<file path="src/fca_map.svh">
// object indexes, field positions and reset values of the fault clear and alarm mask bank
`ifndef FCA_MAP_SVH
`define FCA_MAP_SVH

`define FCA_IDX_FAULT_CLEAR 16'h5000
`define FCA_IDX_ALARM_MASK 16'h5001
`define FCA_IDX_SLOT_CODES 16'h5002
`define FCA_SUB_ZERO 8'h00
`define FCA_SUB_FIRST 8'h01
`define FCA_SUB_LAST 8'h09
`define FCA_SLOT_NUM 8'h09
`define FCA_SLOT_LAST 4'h8
`define FCA_SLOT_FIRST 4'h0
`define FCA_SLOT_EMPTY 8'h00
`define FCA_WORD_RESET 16'h0000
`define FCA_ALL_ONES 16'hffff
`define FCA_BUS_ERR_MASK 16'h00f0
`define FCA_DEFAULTS_EVENTS 16'h8200
`define FCA_ZERO_BYTE 8'h00
`define FCA_SETTLE_ZERO 4'h0
`define FCA_SETTLE_MIN 4'ha
`define FCA_SETTLE_MAX 4'hf

`endif

</file>
<file path="src/fca_pkg.sv">
// types shared by the fault clear and alarm mask bank
package fca_pkg;
    typedef logic [15:0] fca_word_t;
    typedef logic [7:0] fca_code_t;
    typedef logic [3:0] fca_slot_t;
    typedef enum logic {
        FCA_RESP_OK,
        FCA_RESP_ABORT
    } fca_resp_t;
endpackage : fca_pkg

</file>
<file path="src/fca_flag_cell.sv">
// one sticky fault flag, set dominant over clear
`timescale 1ns/100ps
module fca_flag_cell (
    input wire logic clock_in,
    input wire logic rst_in,
    input wire logic set_in,
    input wire logic clear_in,
    output logic flag_out
);
    logic flag_q;
    logic flag_d;

    // an event in the clearing cycle must not be lost
    always_comb begin
        flag_d = set_in | (flag_q & ~clear_in);
    end

    always_ff @(posedge clock_in) begin
        if (rst_in) begin
            flag_q <= 1'b0;
        end else begin
            flag_q <= flag_d;
        end
    end

    assign flag_out = flag_q;
endmodule : fca_flag_cell

</file>
<file path="src/fca_slot_mem.sv">
// small memory of slot module codes, registered read port
`timescale 1ns/100ps
module fca_slot_mem #(
    parameter int SLOTS = 9,
    parameter int AW = 4,
    parameter int DW = 8
) (
    input wire logic clock_in,
    input wire logic wr_en_in,
    input wire logic [AW-1:0] wr_addr_in,
    input wire logic [DW-1:0] wr_data_in,
    input wire logic [AW-1:0] rd_addr_in,
    output logic [DW-1:0] rd_data_out
);
    logic [DW-1:0] mem_q [SLOTS];
    logic [DW-1:0] rd_data_q;

    always_ff @(posedge clock_in) begin
        if (wr_en_in) begin
            mem_q[wr_addr_in] <= wr_data_in;
        end
        rd_data_q <= mem_q[rd_addr_in];
    end

    assign rd_data_out = rd_data_q;
endmodule : fca_slot_mem

</file>
<file path="src/fca_fault_alarm.sv">
// fault clear word, alarm enable mask, slot module codes and alarm relay drive
`include "fca_map.svh"
`timescale 1ns/100ps
module fca_fault_alarm (
    input wire logic clock_in,
    input wire logic rst_in,
    input wire logic od_read_in,
    input wire logic od_write_in,
    input wire logic [15:0] od_index_in,
    input wire logic [7:0] od_subindex_in,
    input wire logic [15:0] od_wdata_in,
    output logic od_ack_out,
    output logic od_abort_out,
    output logic [15:0] od_rdata_out,
    input wire logic [15:0] fault_event_in,
    input wire logic [71:0] slot_code_in,
    input wire logic [8:0] slot_present_in,
    output logic [15:0] fault_flags_out,
    output logic [15:0] fault_clear_word_out,
    output logic defaults_rewrite_out,
    output logic alarm_relay_out
);
    fca_pkg::fca_word_t fault_clear_q;
    fca_pkg::fca_word_t fault_clear_d;
    fca_pkg::fca_word_t alarm_mask_q;
    fca_pkg::fca_word_t alarm_mask_d;
    fca_pkg::fca_word_t flags;
    fca_pkg::fca_word_t clear_vec;
    fca_pkg::fca_word_t rdata_q;
    fca_pkg::fca_word_t rdata_d;
    fca_pkg::fca_resp_t resp_q;
    fca_pkg::fca_resp_t resp_d;
    fca_pkg::fca_slot_t scan_q;
    fca_pkg::fca_slot_t scan_d;
    fca_pkg::fca_slot_t slot_raddr;
    fca_pkg::fca_code_t scan_code;
    fca_pkg::fca_code_t slot_rdata;
    logic ack_q;
    logic ack_d;
    logic slot_sel_q;
    logic slot_sel_d;
    logic alarm_q;
    logic alarm_d;
    logic rewrite_q;
    logic rewrite_d;
    logic req;
    logic hit_clear;
    logic hit_mask;
    logic hit_slot_count;
    logic hit_slot_code;
    logic wr_clear;
    logic defaults_event;
    logic [8:0] present_q;
    logic [71:0] codes_q;
    fca_pkg::fca_slot_t settle_q;
    fca_pkg::fca_slot_t settle_d;
    fca_pkg::fca_code_t slot_expect;

    // object decode
    always_comb begin
        req = od_read_in | od_write_in;
        hit_clear = (od_index_in == `FCA_IDX_FAULT_CLEAR) && (od_subindex_in == `FCA_SUB_ZERO);
        hit_mask = (od_index_in == `FCA_IDX_ALARM_MASK) && (od_subindex_in == `FCA_SUB_ZERO);
        hit_slot_count = (od_index_in == `FCA_IDX_SLOT_CODES) && (od_subindex_in == `FCA_SUB_ZERO);
        hit_slot_code = (od_index_in == `FCA_IDX_SLOT_CODES) && (od_subindex_in >= `FCA_SUB_FIRST)
            && (od_subindex_in <= `FCA_SUB_LAST);
        wr_clear = od_write_in && hit_clear;
        slot_raddr = 4'(od_subindex_in - `FCA_SUB_FIRST);
    end

    // fault clear word and flags
    // bus error flags only go with the all-ones write
    always_comb begin
        clear_vec = `FCA_WORD_RESET;
        if (wr_clear) begin
            if (od_wdata_in == `FCA_ALL_ONES) begin
                clear_vec = `FCA_ALL_ONES;
            end else begin
                clear_vec = od_wdata_in & ~`FCA_BUS_ERR_MASK;
            end
        end
        fault_clear_d = wr_clear ? od_wdata_in : fault_clear_q;
    end

    genvar gi;
    generate
        for (gi = 0; gi < 16; gi++) begin : g_flag
            fca_flag_cell u_flag (
                .clock_in(clock_in),
                .rst_in(rst_in),
                .set_in(fault_event_in[gi]),
                .clear_in(clear_vec[gi]),
                .flag_out(flags[gi])
            );
        end
    endgenerate

    // alarm mask and relay
    always_comb begin
        defaults_event = |(fault_event_in & `FCA_DEFAULTS_EVENTS);
        alarm_mask_d = alarm_mask_q;
        if (od_write_in && hit_mask) begin
            alarm_mask_d = od_wdata_in;
        end
        // default rewrite beats a simultaneous mask write
        if (defaults_event) begin
            alarm_mask_d = `FCA_WORD_RESET;
        end
        rewrite_d = defaults_event;
        alarm_d = |(flags & alarm_mask_q);
    end

    // slot code scanner
    // one position refreshed per cycle; a change shows within nine cycles
    always_comb begin
        scan_d = (scan_q == `FCA_SLOT_LAST) ? `FCA_SLOT_FIRST : 4'(scan_q + 4'h1);
        scan_code = slot_present_in[scan_q] ? slot_code_in[scan_q*8 +: 8] : `FCA_SLOT_EMPTY;
    end

    // slot reads are exact only once a full sweep has seen unchanged slot inputs
    always_comb begin
        settle_d = (settle_q == `FCA_SETTLE_MAX) ? settle_q : 4'(settle_q + 4'h1);
        if ((slot_present_in != present_q) || (slot_code_in != codes_q)) begin
            settle_d = `FCA_SETTLE_ZERO;
        end
        // expected answer of a slot read, used by the checks only
        slot_expect = `FCA_SLOT_EMPTY;
        if (hit_slot_code && slot_present_in[slot_raddr]) begin
            slot_expect = slot_code_in[slot_raddr*8 +: 8];
        end
    end

    fca_slot_mem #(
        .SLOTS(9),
        .AW(4),
        .DW(8)
    ) u_slot_mem (
        .clock_in(clock_in),
        .wr_en_in(1'b1),
        .wr_addr_in(scan_q),
        .wr_data_in(scan_code),
        .rd_addr_in(slot_raddr),
        .rd_data_out(slot_rdata)
    );

    // access answer
    always_comb begin
        ack_d = req;
        resp_d = fca_pkg::FCA_RESP_OK;
        slot_sel_d = 1'b0;
        rdata_d = `FCA_WORD_RESET;
        if (hit_clear) begin
            rdata_d = fault_clear_q;
        end else if (hit_mask) begin
            rdata_d = alarm_mask_q;
        end else if (hit_slot_count) begin
            rdata_d = {`FCA_ZERO_BYTE, `FCA_SLOT_NUM};
            resp_d = od_write_in ? fca_pkg::FCA_RESP_ABORT : fca_pkg::FCA_RESP_OK;
        end else if (hit_slot_code) begin
            slot_sel_d = od_read_in;
            resp_d = od_write_in ? fca_pkg::FCA_RESP_ABORT : fca_pkg::FCA_RESP_OK;
        end else begin
            resp_d = fca_pkg::FCA_RESP_ABORT;
        end
        if (!req) begin
            resp_d = fca_pkg::FCA_RESP_OK;
            slot_sel_d = 1'b0;
        end
    end

    always_ff @(posedge clock_in) begin
        if (rst_in) begin
            fault_clear_q <= `FCA_WORD_RESET;
            alarm_mask_q <= `FCA_WORD_RESET;
            alarm_q <= 1'b0;
            rewrite_q <= 1'b0;
            scan_q <= `FCA_SLOT_FIRST;
            ack_q <= 1'b0;
            resp_q <= fca_pkg::FCA_RESP_OK;
            slot_sel_q <= 1'b0;
            rdata_q <= `FCA_WORD_RESET;
            present_q <= '0;
            codes_q <= '0;
            settle_q <= `FCA_SETTLE_ZERO;
        end else begin
            fault_clear_q <= fault_clear_d;
            alarm_mask_q <= alarm_mask_d;
            alarm_q <= alarm_d;
            rewrite_q <= rewrite_d;
            scan_q <= scan_d;
            ack_q <= ack_d;
            resp_q <= resp_d;
            slot_sel_q <= slot_sel_d;
            rdata_q <= rdata_d;
            present_q <= slot_present_in;
            codes_q <= slot_code_in;
            settle_q <= settle_d;
        end
    end

    // slot data come straight from the memory output register
    assign od_rdata_out = slot_sel_q ? {`FCA_ZERO_BYTE, slot_rdata} : rdata_q;
    assign od_ack_out = ack_q;
    assign od_abort_out = ack_q && (resp_q == fca_pkg::FCA_RESP_ABORT);
    assign fault_flags_out = flags;
    assign fault_clear_word_out = fault_clear_q;
    assign defaults_rewrite_out = rewrite_q;
    assign alarm_relay_out = alarm_q;

    // checks
    a_clear_word_reset: assert property (@(posedge clock_in)
        $past(rst_in) |-> fault_clear_word_out == `FCA_WORD_RESET)
        else $error("fault clear word not zero after reset");

    a_partial_clear_exact: assert property (@(posedge clock_in) disable iff (rst_in)
        (od_write_in && hit_clear && od_wdata_in != `FCA_ALL_ONES && fault_event_in == `FCA_WORD_RESET)
        |=> flags == ($past(flags) & ~($past(od_wdata_in) & ~`FCA_BUS_ERR_MASK)))
        else $error("partial clear touched wrong flags");

    a_bus_err_kept: assert property (@(posedge clock_in) disable iff (rst_in)
        (od_write_in && hit_clear && od_wdata_in != `FCA_ALL_ONES)
        |=> (flags & `FCA_BUS_ERR_MASK) == (($past(flags) | $past(fault_event_in)) & `FCA_BUS_ERR_MASK))
        else $error("bus error flag cleared without all-ones write");

    a_all_ones_clear: assert property (@(posedge clock_in) disable iff (rst_in)
        (od_write_in && hit_clear && od_wdata_in == `FCA_ALL_ONES)
        |=> flags == $past(fault_event_in))
        else $error("all-ones write did not clear every flag");

    a_flag_latched: assert property (@(posedge clock_in) disable iff (rst_in)
        !wr_clear |=> (flags & $past(flags)) == $past(flags))
        else $error("fault flag dropped without a clear");

    a_alarm_follows: assert property (@(posedge clock_in) disable iff (rst_in)
        ##1 alarm_relay_out == |($past(flags) & $past(alarm_mask_q)))
        else $error("alarm relay does not match enabled flags");

    a_mask_default: assert property (@(posedge clock_in) disable iff (rst_in)
        defaults_event |=> alarm_mask_q == `FCA_WORD_RESET && defaults_rewrite_out)
        else $error("mask not reset on defaults rewrite");

    a_slot_ro_ack: assert property (@(posedge clock_in) disable iff (rst_in)
        (od_write_in && hit_slot_code) |=> od_ack_out && od_abort_out)
        else $error("write to slot code not refused");

    a_empty_slot_zero: assert property (@(posedge clock_in) disable iff (rst_in)
        (od_read_in && hit_slot_code && settle_q >= `FCA_SETTLE_MIN && !slot_present_in[slot_raddr])
        |=> od_rdata_out == `FCA_WORD_RESET)
        else $error("empty slot not read as zero");

    a_slot_read_code: assert property (@(posedge clock_in) disable iff (rst_in)
        (od_read_in && hit_slot_code && settle_q >= `FCA_SETTLE_MIN && slot_present_in[slot_raddr])
        |=> od_rdata_out == {`FCA_ZERO_BYTE, $past(slot_expect)})
        else $error("slot code read from the wrong position");

    a_unmapped_abort: assert property (@(posedge clock_in) disable iff (rst_in)
        (req && !hit_clear && !hit_mask && !hit_slot_count && !hit_slot_code)
        |=> od_ack_out && od_abort_out)
        else $error("unmapped object not refused");

    a_mask_write_lands: assert property (@(posedge clock_in) disable iff (rst_in)
        (od_write_in && hit_mask && !defaults_event)
        |=> alarm_mask_q == $past(od_wdata_in))
        else $error("alarm mask write lost");

    a_clear_word_write: assert property (@(posedge clock_in) disable iff (rst_in)
        wr_clear
        |=> fault_clear_word_out == $past(od_wdata_in))
        else $error("fault clear word does not hold the written value");

    a_set_beats_clear: assert property (@(posedge clock_in) disable iff (rst_in)
        fault_event_in != `FCA_WORD_RESET
        |=> (flags & $past(fault_event_in)) == $past(fault_event_in))
        else $error("fault event lost in a clearing cycle");

    a_clear_word_read: assert property (@(posedge clock_in) disable iff (rst_in)
        (od_read_in && hit_clear)
        |=> od_rdata_out == $past(fault_clear_word_out))
        else $error("fault clear word read back wrong");

    a_slot_count_read: assert property (@(posedge clock_in) disable iff (rst_in)
        (od_read_in && hit_slot_count)
        |=> od_rdata_out == {`FCA_ZERO_BYTE, `FCA_SLOT_NUM} && !od_abort_out)
        else $error("slot count read back wrong");
endmodule : fca_fault_alarm

</file>
<file path="config.mk">
export PLATFORM = sky130hd
export DESIGN_NAME = fca_fault_alarm
export DESIGN_NICKNAME = d
export VERILOG_FILES = /design/src/fca_pkg.sv /design/src/fca_flag_cell.sv /design/src/fca_slot_mem.sv /design/src/fca_fault_alarm.sv
export VERILOG_INCLUDE_DIRS = /design/src
export SDC_FILE = /design/constraint.sdc
export NUM_CORES = 1
export LEC_CHECK = 0
export ABC_AREA = 1
export BUFFER_PORTS_ARGS = -buffer_cell sky130_fd_sc_hd__buf_4
export CAP_MARGIN = 20
export CORE_ASPECT_RATIO = 0.8
export CORE_MARGIN = 4
export CORE_UTILIZATION = 40
export CTS_CLUSTER_DIAMETER = 60
export DETAILED_ROUTE_END_ITERATION = 10
export HOLD_SLACK_MARGIN = 0.1
export PLACE_DENSITY = 0.66
export SYNTH_ARGS = -nofsm -noshare
export SYNTH_HDL_FRONTEND = slang
export SYNTH_SLANG_ARGS = --single-unit
</file>
<file path="constraint.sdc">
create_clock -name clock_in -period 1.9 [get_ports clock_in]
set_input_delay 0.19 -clock clock_in [delete_from_list [all_inputs] [get_ports clock_in]]
set_output_delay 0.19 -clock clock_in [all_outputs]
set_load 0.05 [all_outputs]
</file>
==> results of run 1 <==
-- metal layers --
metal	vias to the layer above	GRT usage, %	part of all wire [%]
li1	3232	-	-
met1	2981	30.9	45
met2	312	30.8	44
met3	29	4.23	8.8
met4	0	5.71	1.8
met5	-	0	0
-- state kept, by name, summed over array words and instances, names as in the netlist, 4 cells and up --
name / flops
u_slot_mem.mem_q: 72
u_slot_mem.rd_data_out: 8
scan_q: 4
alarm_mask_q: 16
rdata_q: 16
g_flag.u_flag.flag_out: 16
fault_clear_word_out: 16
-- worst min path at each step --
stage	startpoint	endpoint	cells after the start
final	od_index_in[0]	resp_q	5
after floorplan	od_read_in	slot_sel_q	2
after CTS	od_index_in[0]	resp_q	5
after detailed placement	u_slot_mem.mem_q[8][5]	u_slot_mem.rd_data_out[5]	2
after global routing	od_index_in[0]	resp_q	5
after global placement	u_slot_mem.mem_q[8][5]	u_slot_mem.rd_data_out[5]	2
-- critical path: stages (launching register included) --
cell,delay [ps]
sky130_fd_sc_hd__dfxtp_1,430
sky130_fd_sc_hd__inv_2,120
sky130_fd_sc_hd__buf_4,250
sky130_fd_sc_hd__o211ai_1,260
sky130_fd_sc_hd__o2111ai_1,140
sky130_fd_sc_hd__nand2_1,90
sky130_fd_sc_hd__nor2_1,50
sky130_fd_sc_hd__buf_4,160
-- cell families (layout without fill, tap and decap cells) --
kind of cell,count (synthesis),after routing
flip-flops,153,153
buffers and inverters,107,372
AND/OR/NAND/NOR,332,332
multiplexers,8,8
XOR/XNOR,2,2
AO/OA/AOI/OAI,195,195
adder cells (fa/ha/maj),6,6
-- per-stage QoR --
| step | hold WS, ps | util, % | instance area, um2 | setup TNS, ps | cells |
|---|---|---|---|---|---|
| after CTS | 135 | 56.8 | 9850 | 0 | 1291 |
| after global placement | 431 | 51.4 | 8900 | -5470 | 1222 |
| after global routing | 164 | 57.0 | 9880 | 0 | 1293 |
| after floorplan | 316 | - | 7040 | -36.9 | 803 |
| after detailed placement | 438 | 51.4 | 8900 | -8890 | 1222 |
| final | 149 | 57.0 | 9880 | 0 | 1293 |
-- cell usage after synthesis (all sizes together) (2+ instances only) --
cell	count	area, um2
edfxtp	72	2160
nand2	101	387
dfxtp	81	1620
o22ai	15	93.8
buf	26	184
nor2	169	708
a21oi	47	235
nor3	4	25.0
nand4	5	46.3
inv	53	199
a221oi	2	17.5
o2111ai	8	70.1
mux2	8	90.1
nand3	44	263
o211ai	10	75.1
clkbuf	27	101
o21ai	102	510
or2	9	56.3
ha	6	75.1
o221ai	8	70.1
-- what timing repair did --
action,4_1_cts,5_1_grt
gates resized for setup,2,1
hold buffers,37,0
hold endpoints to repair,50,0
pin swaps,0,2
setup endpoints to repair,73,75
setup buffers,0,2
-- where the power goes --
group	switching, W	internal (W)	total (W)
Clock	0.00124	0.00204	0.00328
Sequential	0.0000580	0.00369	0.00375
Combinational	0.000679	0.000554	0.00123
Total	0.00198	0.00628	0.00826
-- cell type report --
class,count,area (um2),area share (%)
Multi-Input combinational cell,543,2770,28.1
Sequential cell,153,3780,38.3
Inverter,54,203,2.05
Clock inverter,11,129,1.30
Clock buffer,21,440,4.46
Tap cell,225,282,2.85
Timing Repair Buffer,286,2270,23.0
==> results.txt, run 1 <==
The sort of element at the start of the critical path is a flip-flop. Leaving out fill and tap cells, the most frequent cell in the layout is sky130_fd_sc_hd__buf_4. In this run the worst hold path is classified as in2reg. The filler cells instantiated in the layout total about 1,500.

The post-synthesis instance area is around 0.0070 mm2. The DRC violations left came out at 0. The region available for standard cell placement spans between 0.015 and 0.02 mm2. Following the worst setup path forward leads to its endpoint at u_slot_mem.mem_q[8][4]. The endpoint identified for the worst register-to-register timing path is u_slot_mem.mem_q[8][4]. Across the routed clock network, the largest skew measured is about 7.2 ps. The transition time at the pin with the least slew margin is 391 ps. The post-route netlist has between 20% and 30% of its cells at a drive strength greater than 1. The average footprint of a synthesized cell came out at between 8 and 9 um2. The adder-cell share of the synthesized area is roughly 1.1%. The post-synthesis net count is 950.

The reg-to-reg critical path startpoint is scan_q[0]. The critical path start-end classification is reg2reg. The maximum VDD drop is about 0.62 mV. The die extent in y is between 100 and 150 um. The proportion of synthesized flip-flops having asynchronous set or reset is 0%. The final max-slew violation count is 0. The detailed-route via count came out at about 6,600. The starting density of the core came out at a little over 40%. The post-synthesis share of cell area spent on and, or, nand and nor gates is a little over a fifth. The overall routing resource usage came out at between 20% and 30%. After synthesis, the largest family of logic cells by area is simple AND/OR/NAND/NOR gates. After floorplanning, the core was divided into 43 placement rows. The synthesis-to-finish area growth came out at 40.3%. STA puts the critical path data arrival time at between 1500 and 2000 ps. The final setup violation count came out at 0. The proportion of synthesized chip area in sequential cells is 53.7%.

The number of antenna violations at the first check in global routing was 0. The via density per instance is 5.07. The launching instance or port of the critical path is scan_q[0]. The worst path required time is just over 2000 ps. In the synthesized netlist the dominant register cell turns out to be sky130_fd_sc_hd__dfxtp_1. Setup repair after global routing left no endpoint under its margin. The count of buffers added on input and output ports is roughly 190. The die outline area is a little under 0.02 mm2. The number of maximum-capacitance violations is 0. The clock insertion delay at the later pin of the skew report is 420 ps. The maximum count of clock buffers along a single path came out at 2.

The post-synthesis share of cell area spent on xor and xnor gates is 0.355%. The worst setup path is captured at a flip-flop. Summed over all layers, the routed wires come to between 20,000 and 25,000 um. In the layout the commonest cells are sky130_fd_sc_hd__buf_4 (246), sky130_fd_sc_hd__nor2_1 (160), sky130_fd_sc_hd__nand2_1 (98), sky130_fd_sc_hd__o21ai_0 (85), sky130_fd_sc_hd__dfxtp_1 (80). Synthesis instantiated 38 different standard cells from the library. The worst slack after detailed placement came out at -147 ps. The detailed router's first-iteration violation count came out at ~620.

Of the available clock period, the critical path in the final layout requires between 90 and 100%. The worst path in the final design needs a cycle of ~1800 ps, including I/O delays and setup. The clock-pin slew on the worst setup and hold paths is 60 ps.

The final weighted congestion in routability-driven placement is 0.868. The post-layout net count came out at between 1,000 and 1,500. The number of warnings issued by yosys came out at 0. Entering global routing, the biggest net connects 36 pins. The minimum setup slack in the final design came out at approximately 130 ps. The via count of the first global-routing pass was between 6,000 and 7,000. The half-perimeter wire length of the detailed placement result is around 15,000 um.

The synthesized netlist devotes between 10% and 20% of its cell area to compound gates. In this run the tightest slew margin relative to its limit is between 70% and 80%. For flop-to-flop paths, the worst setup slack is approximately 130 ps. Yosys mapped a number of flops with a built-in enable equal to a little over 70. The depth of the most critical reg-to-reg path came out at 7. The maximum fanout count along the critical path is 28. The number of antenna repair diodes came out at 0. The hold violation count in the final report came out at 0. Clock tree synthesis found a total of around 150 sinks. The total clock buffers created by CTS is 17. Multiplexer cells account for under 10% of the synthesized area. The root buffer cell chosen for the clock tree is sky130_fd_sc_hd__clkbuf_16. The number of primary I/O pins is slightly below 200. The number of levels in the clock H-tree is 4. The overall power came out at 0.00826 W. The routed wirelength normalized by instance count is around 16 um.

The number of register bits inferred by synthesis is between 150 and 200. The x dimension of the die came out at between 150 and 200 um. TritonCTS built the clock tree.

The aggregate global routing overflow came out at 0. The first global-routing pass estimated 32,200 um of wire. The power per unit of standard cell area is 837 mW/mm2. The detail route stage leaves a number of antenna-violating nets equal to 0. The achievable clock frequency is around 570 MHz. The flow ran to the end, and the final reports show no timing, DRC or antenna violations. The cell count after synthesis is between 800 and 900. The number of iterations in the first detailed-routing pass came out at 5. The static leakage came out at about 4.3 nW.
No activity file was read; power rests on OpenSTA's default activity.
==> run 2: changes to the inputs <==
--- a/config.mk
+++ b/config.mk
@@ -15,7 +15,7 @@
 export CTS_CLUSTER_DIAMETER = 60
 export DETAILED_ROUTE_END_ITERATION = 10
 export HOLD_SLACK_MARGIN = 0.1
-export PLACE_DENSITY = 0.66
+export PLACE_DENSITY = 0.74
 export SYNTH_ARGS = -nofsm -noshare
 export SYNTH_HDL_FRONTEND = slang
 export SYNTH_SLANG_ARGS = --single-unit
==> run 2 against run 1 <==
Critical path depth shrank 5; sequential power about the same; non-clock buffer count decreased by 14; hold slack better by 15 ps; via count is 2.8% higher; flip-flop and latch count stayed put; clock-buffer cell count fell by 3; die area unchanged; worst setup slack lost 72 ps; first-iteration DRC count grew 1.6%.
==> results.txt, run 2 (synthesis results as in run 1) <==
The run finished with clean final reports. The post-layout net count is 1,188 (-1.2%). The placed instance area is 0.00889 mm2 (-0.20%). The routed wirelength normalized by instance count came out at 16.6 um (+1.7%). The DRC violations left was 0 (unchanged).

The multi-input combinational cell area came out at 0.00277 mm2 (-0.14%). The sort of element at the start of the critical path is a flip-flop. The core area is 0.0173 mm2 (unchanged). The via count of the first global-routing pass is 6,360 (+5.0%). The starting density of the core is 40.6% (unchanged). The overall routing resource usage came to 21.0% (+0.21 points).

The clock sink count came to 153 (unchanged). The count of standard-cell rows came out at 43 (unchanged). The static leakage is 4.18 nW (-1.8%). The detailed-route via count came to 6,735 (+2.8%). The number of instances in the placed design came to 1,213 (-0.74%).

The worst hold path belongs to the class in2reg. The time the worst path needs with I/O delays and setup was 1840 ps (+71.8 ps). The final worst-path cycle share is 96.8% (+3.8 points). Relative to the synthesized area, the layout overhead comes to 39.1%. The total wire length came out at 21,300 um (+0.71%). The final max-slew violation count is 0 (unchanged). Setup repair after global routing left no endpoint under its margin. The x dimension of the die is 156 um (unchanged). The core occupancy in the finished layout came out at 56.5% (-0.51 points).

The number of primary I/O pins came out at 193 (unchanged). The maximum fanout count along the critical path came to 9 (-68%). The total of fill cells in the finished design is 1,470 (-1.7%).

The post-route cell area is 0.00979 mm2 (-0.90%). The worst slack after detailed placement came out at 146 ps (+293 ps). The die outline area is 0.0198 mm2 (unchanged). The library cell used most frequently in the layout, excluding fill and tap cells, is sky130_fd_sc_hd__buf_4. TritonCTS built the clock tree.

The achievable clock frequency was 544 MHz (-3.9%). The area taken by flip-flops and latches came to 0.00378 mm2 (about the same). CTS placed an instance of sky130_fd_sc_hd__clkbuf_16 at the clock tree root.

The die extent in y came out at 127 um (unchanged). The aggregate global routing overflow was 0 (unchanged). The final antenna-violating net count came out at 0 (unchanged).

In the layout the commonest cells are sky130_fd_sc_hd__buf_4 (233), sky130_fd_sc_hd__nor2_1 (160), sky130_fd_sc_hd__nand2_1 (98), sky130_fd_sc_hd__o21ai_0 (85), sky130_fd_sc_hd__dfxtp_1 (81). The count of buffers from port buffering is 192 (unchanged). The worst clock skew on the final layout is 10.4 ps (+3.19 ps). The half-perimeter wire length of the detailed placement result came out at 14,800 um (-2.6%). The number of antenna violations at the first check in global routing is 0 (unchanged).

The first-pass GRT wire length is 32,800 um (+1.8%). The number of maximum-capacitance violations came to 0 (unchanged). The clock insertion delay at the later pin of the skew report is 420 ps (about the same). The transition time at the pin with the least slew margin was 459 ps (+68.0 ps). The maximum VDD drop is 0.560 mV (-10%). The worst-case headroom to the max-slew limit came out at 69.4% (-4.6 points). The power per unit of standard cell area is 836 mW/mm2 (-0.10%).

The via density per instance is 5.26 (+3.8%). STA classifies the critical path endpoint as a primary output. The worst path required time came out at 1710 ps (-360 ps).

The final standard cell count with taps included and fillers excluded came out at 1,280 (-1.0%). The number of iterations in the first detailed-routing pass came to 5 (unchanged). The worst path arrival time is 1650 ps (-280 ps).

Ranked by flip-flop count, first place goes to u_slot_mem.mem_q. The final setup violation count is 0 (unchanged). The hold violation count in the final report came to 0 (unchanged). The clock-pin slew on the worst setup and hold paths came to 60 ps (about the same). The share of layout cells above drive strength 1 was 29.4% (-0.55 points). By startpoint and endpoint, the worst setup path is classified as reg2out. The overall power came out at 0.00818 W (-1.0%). The maximum number of pins on one net before global-route repair was 35 (-2.8%). The detailed router's first-iteration violation count is 629 (+1.6%). The number of flip-flops in the largest register is 72 (unchanged). The number of levels in the clock H-tree is 4 (unchanged). The final weighted congestion in routability-driven placement is 0.854 (-1.6%). The total clock buffers created by CTS was 17 (unchanged). The maximum count of clock buffers along a single path was 2 (unchanged). The minimum setup slack in the final design is 61.7 ps (-71.8 ps).
## run 2: cell count changes in the layout (fill, tap and decap cells not counted), sizes merged
cell / previous run / this run
clkinv: 8 / 9
clkbuf: 21 / 18
buf: 249 / 238
clkinvlp: 1 / 4
dlygate4sd3: 37 / 34
diode: 0 / 1
bufinv: 3 / 2
## run 2: final timing paths
kind         slack (ps)                        end  cells past startpoint                    from
max                  60            od_rdata_out[2]                      2              slot_sel_q
max reg2reg         160     u_slot_mem.mem_q[7][7]                      8               scan_q[2]
min reg2reg         450  u_slot_mem.rd_data_out[5]                      2  u_slot_mem.mem_q[8][5]
min                 160                     resp_q                      5          od_index_in[0]
## run 2: per-stage QoR
stage / hold slack (ps) / TNS (ps)
after floorplan: 316 / -36.9
after global placement: 435 / 0
after CTS: 149 / 0
after global routing: 175 / 0
after detailed placement: 441 / 0
final: 164 / 0
## run 2: final cells by class
class / instances / area share, %
Multi-Input combinational cell: 543 / 28.3
Tap cell: 225 / 2.88
Clock buffer: 18 / 4.38
Clock inverter: 14 / 1.35
Sequential cell: 153 / 38.6
Timing Repair Buffer: 272 / 22.4
Antenna cell: 1 / 0.0256
Inverter: 54 / 2.07
## run 2: per-layer routing
layer	up-vias	GRT usage [%]	share of wire [%]
li1	3203	-	-
met1	3155	28.9	42
met2	342	32.5	46
met3	35	5.08	9.5
met4	0	6.94	1.9
met5	-	0	0
## run 2: report_power, final
group          switching, W  internal [W]  total, W
logic              0.000695      0.000539   0.00123
clock network       0.00129       0.00191   0.00320
registers         0.0000595       0.00369   0.00375
total               0.00205       0.00614   0.00818
## run 2: repair_timing
action,4_1_cts,5_1_grt
endpoints found under the setup margin,0,1
resized for setup,0,0
setup buffers,0,0
hold buffers,34,0
endpoints found under the hold margin,45,0
## run 2: critical path, cell delays in order, from the launching register on
cell and delay (ps):
sky130_fd_sc_hd__dfxtp_1 600, sky130_fd_sc_hd__mux2_2 430, sky130_fd_sc_hd__buf_4 200
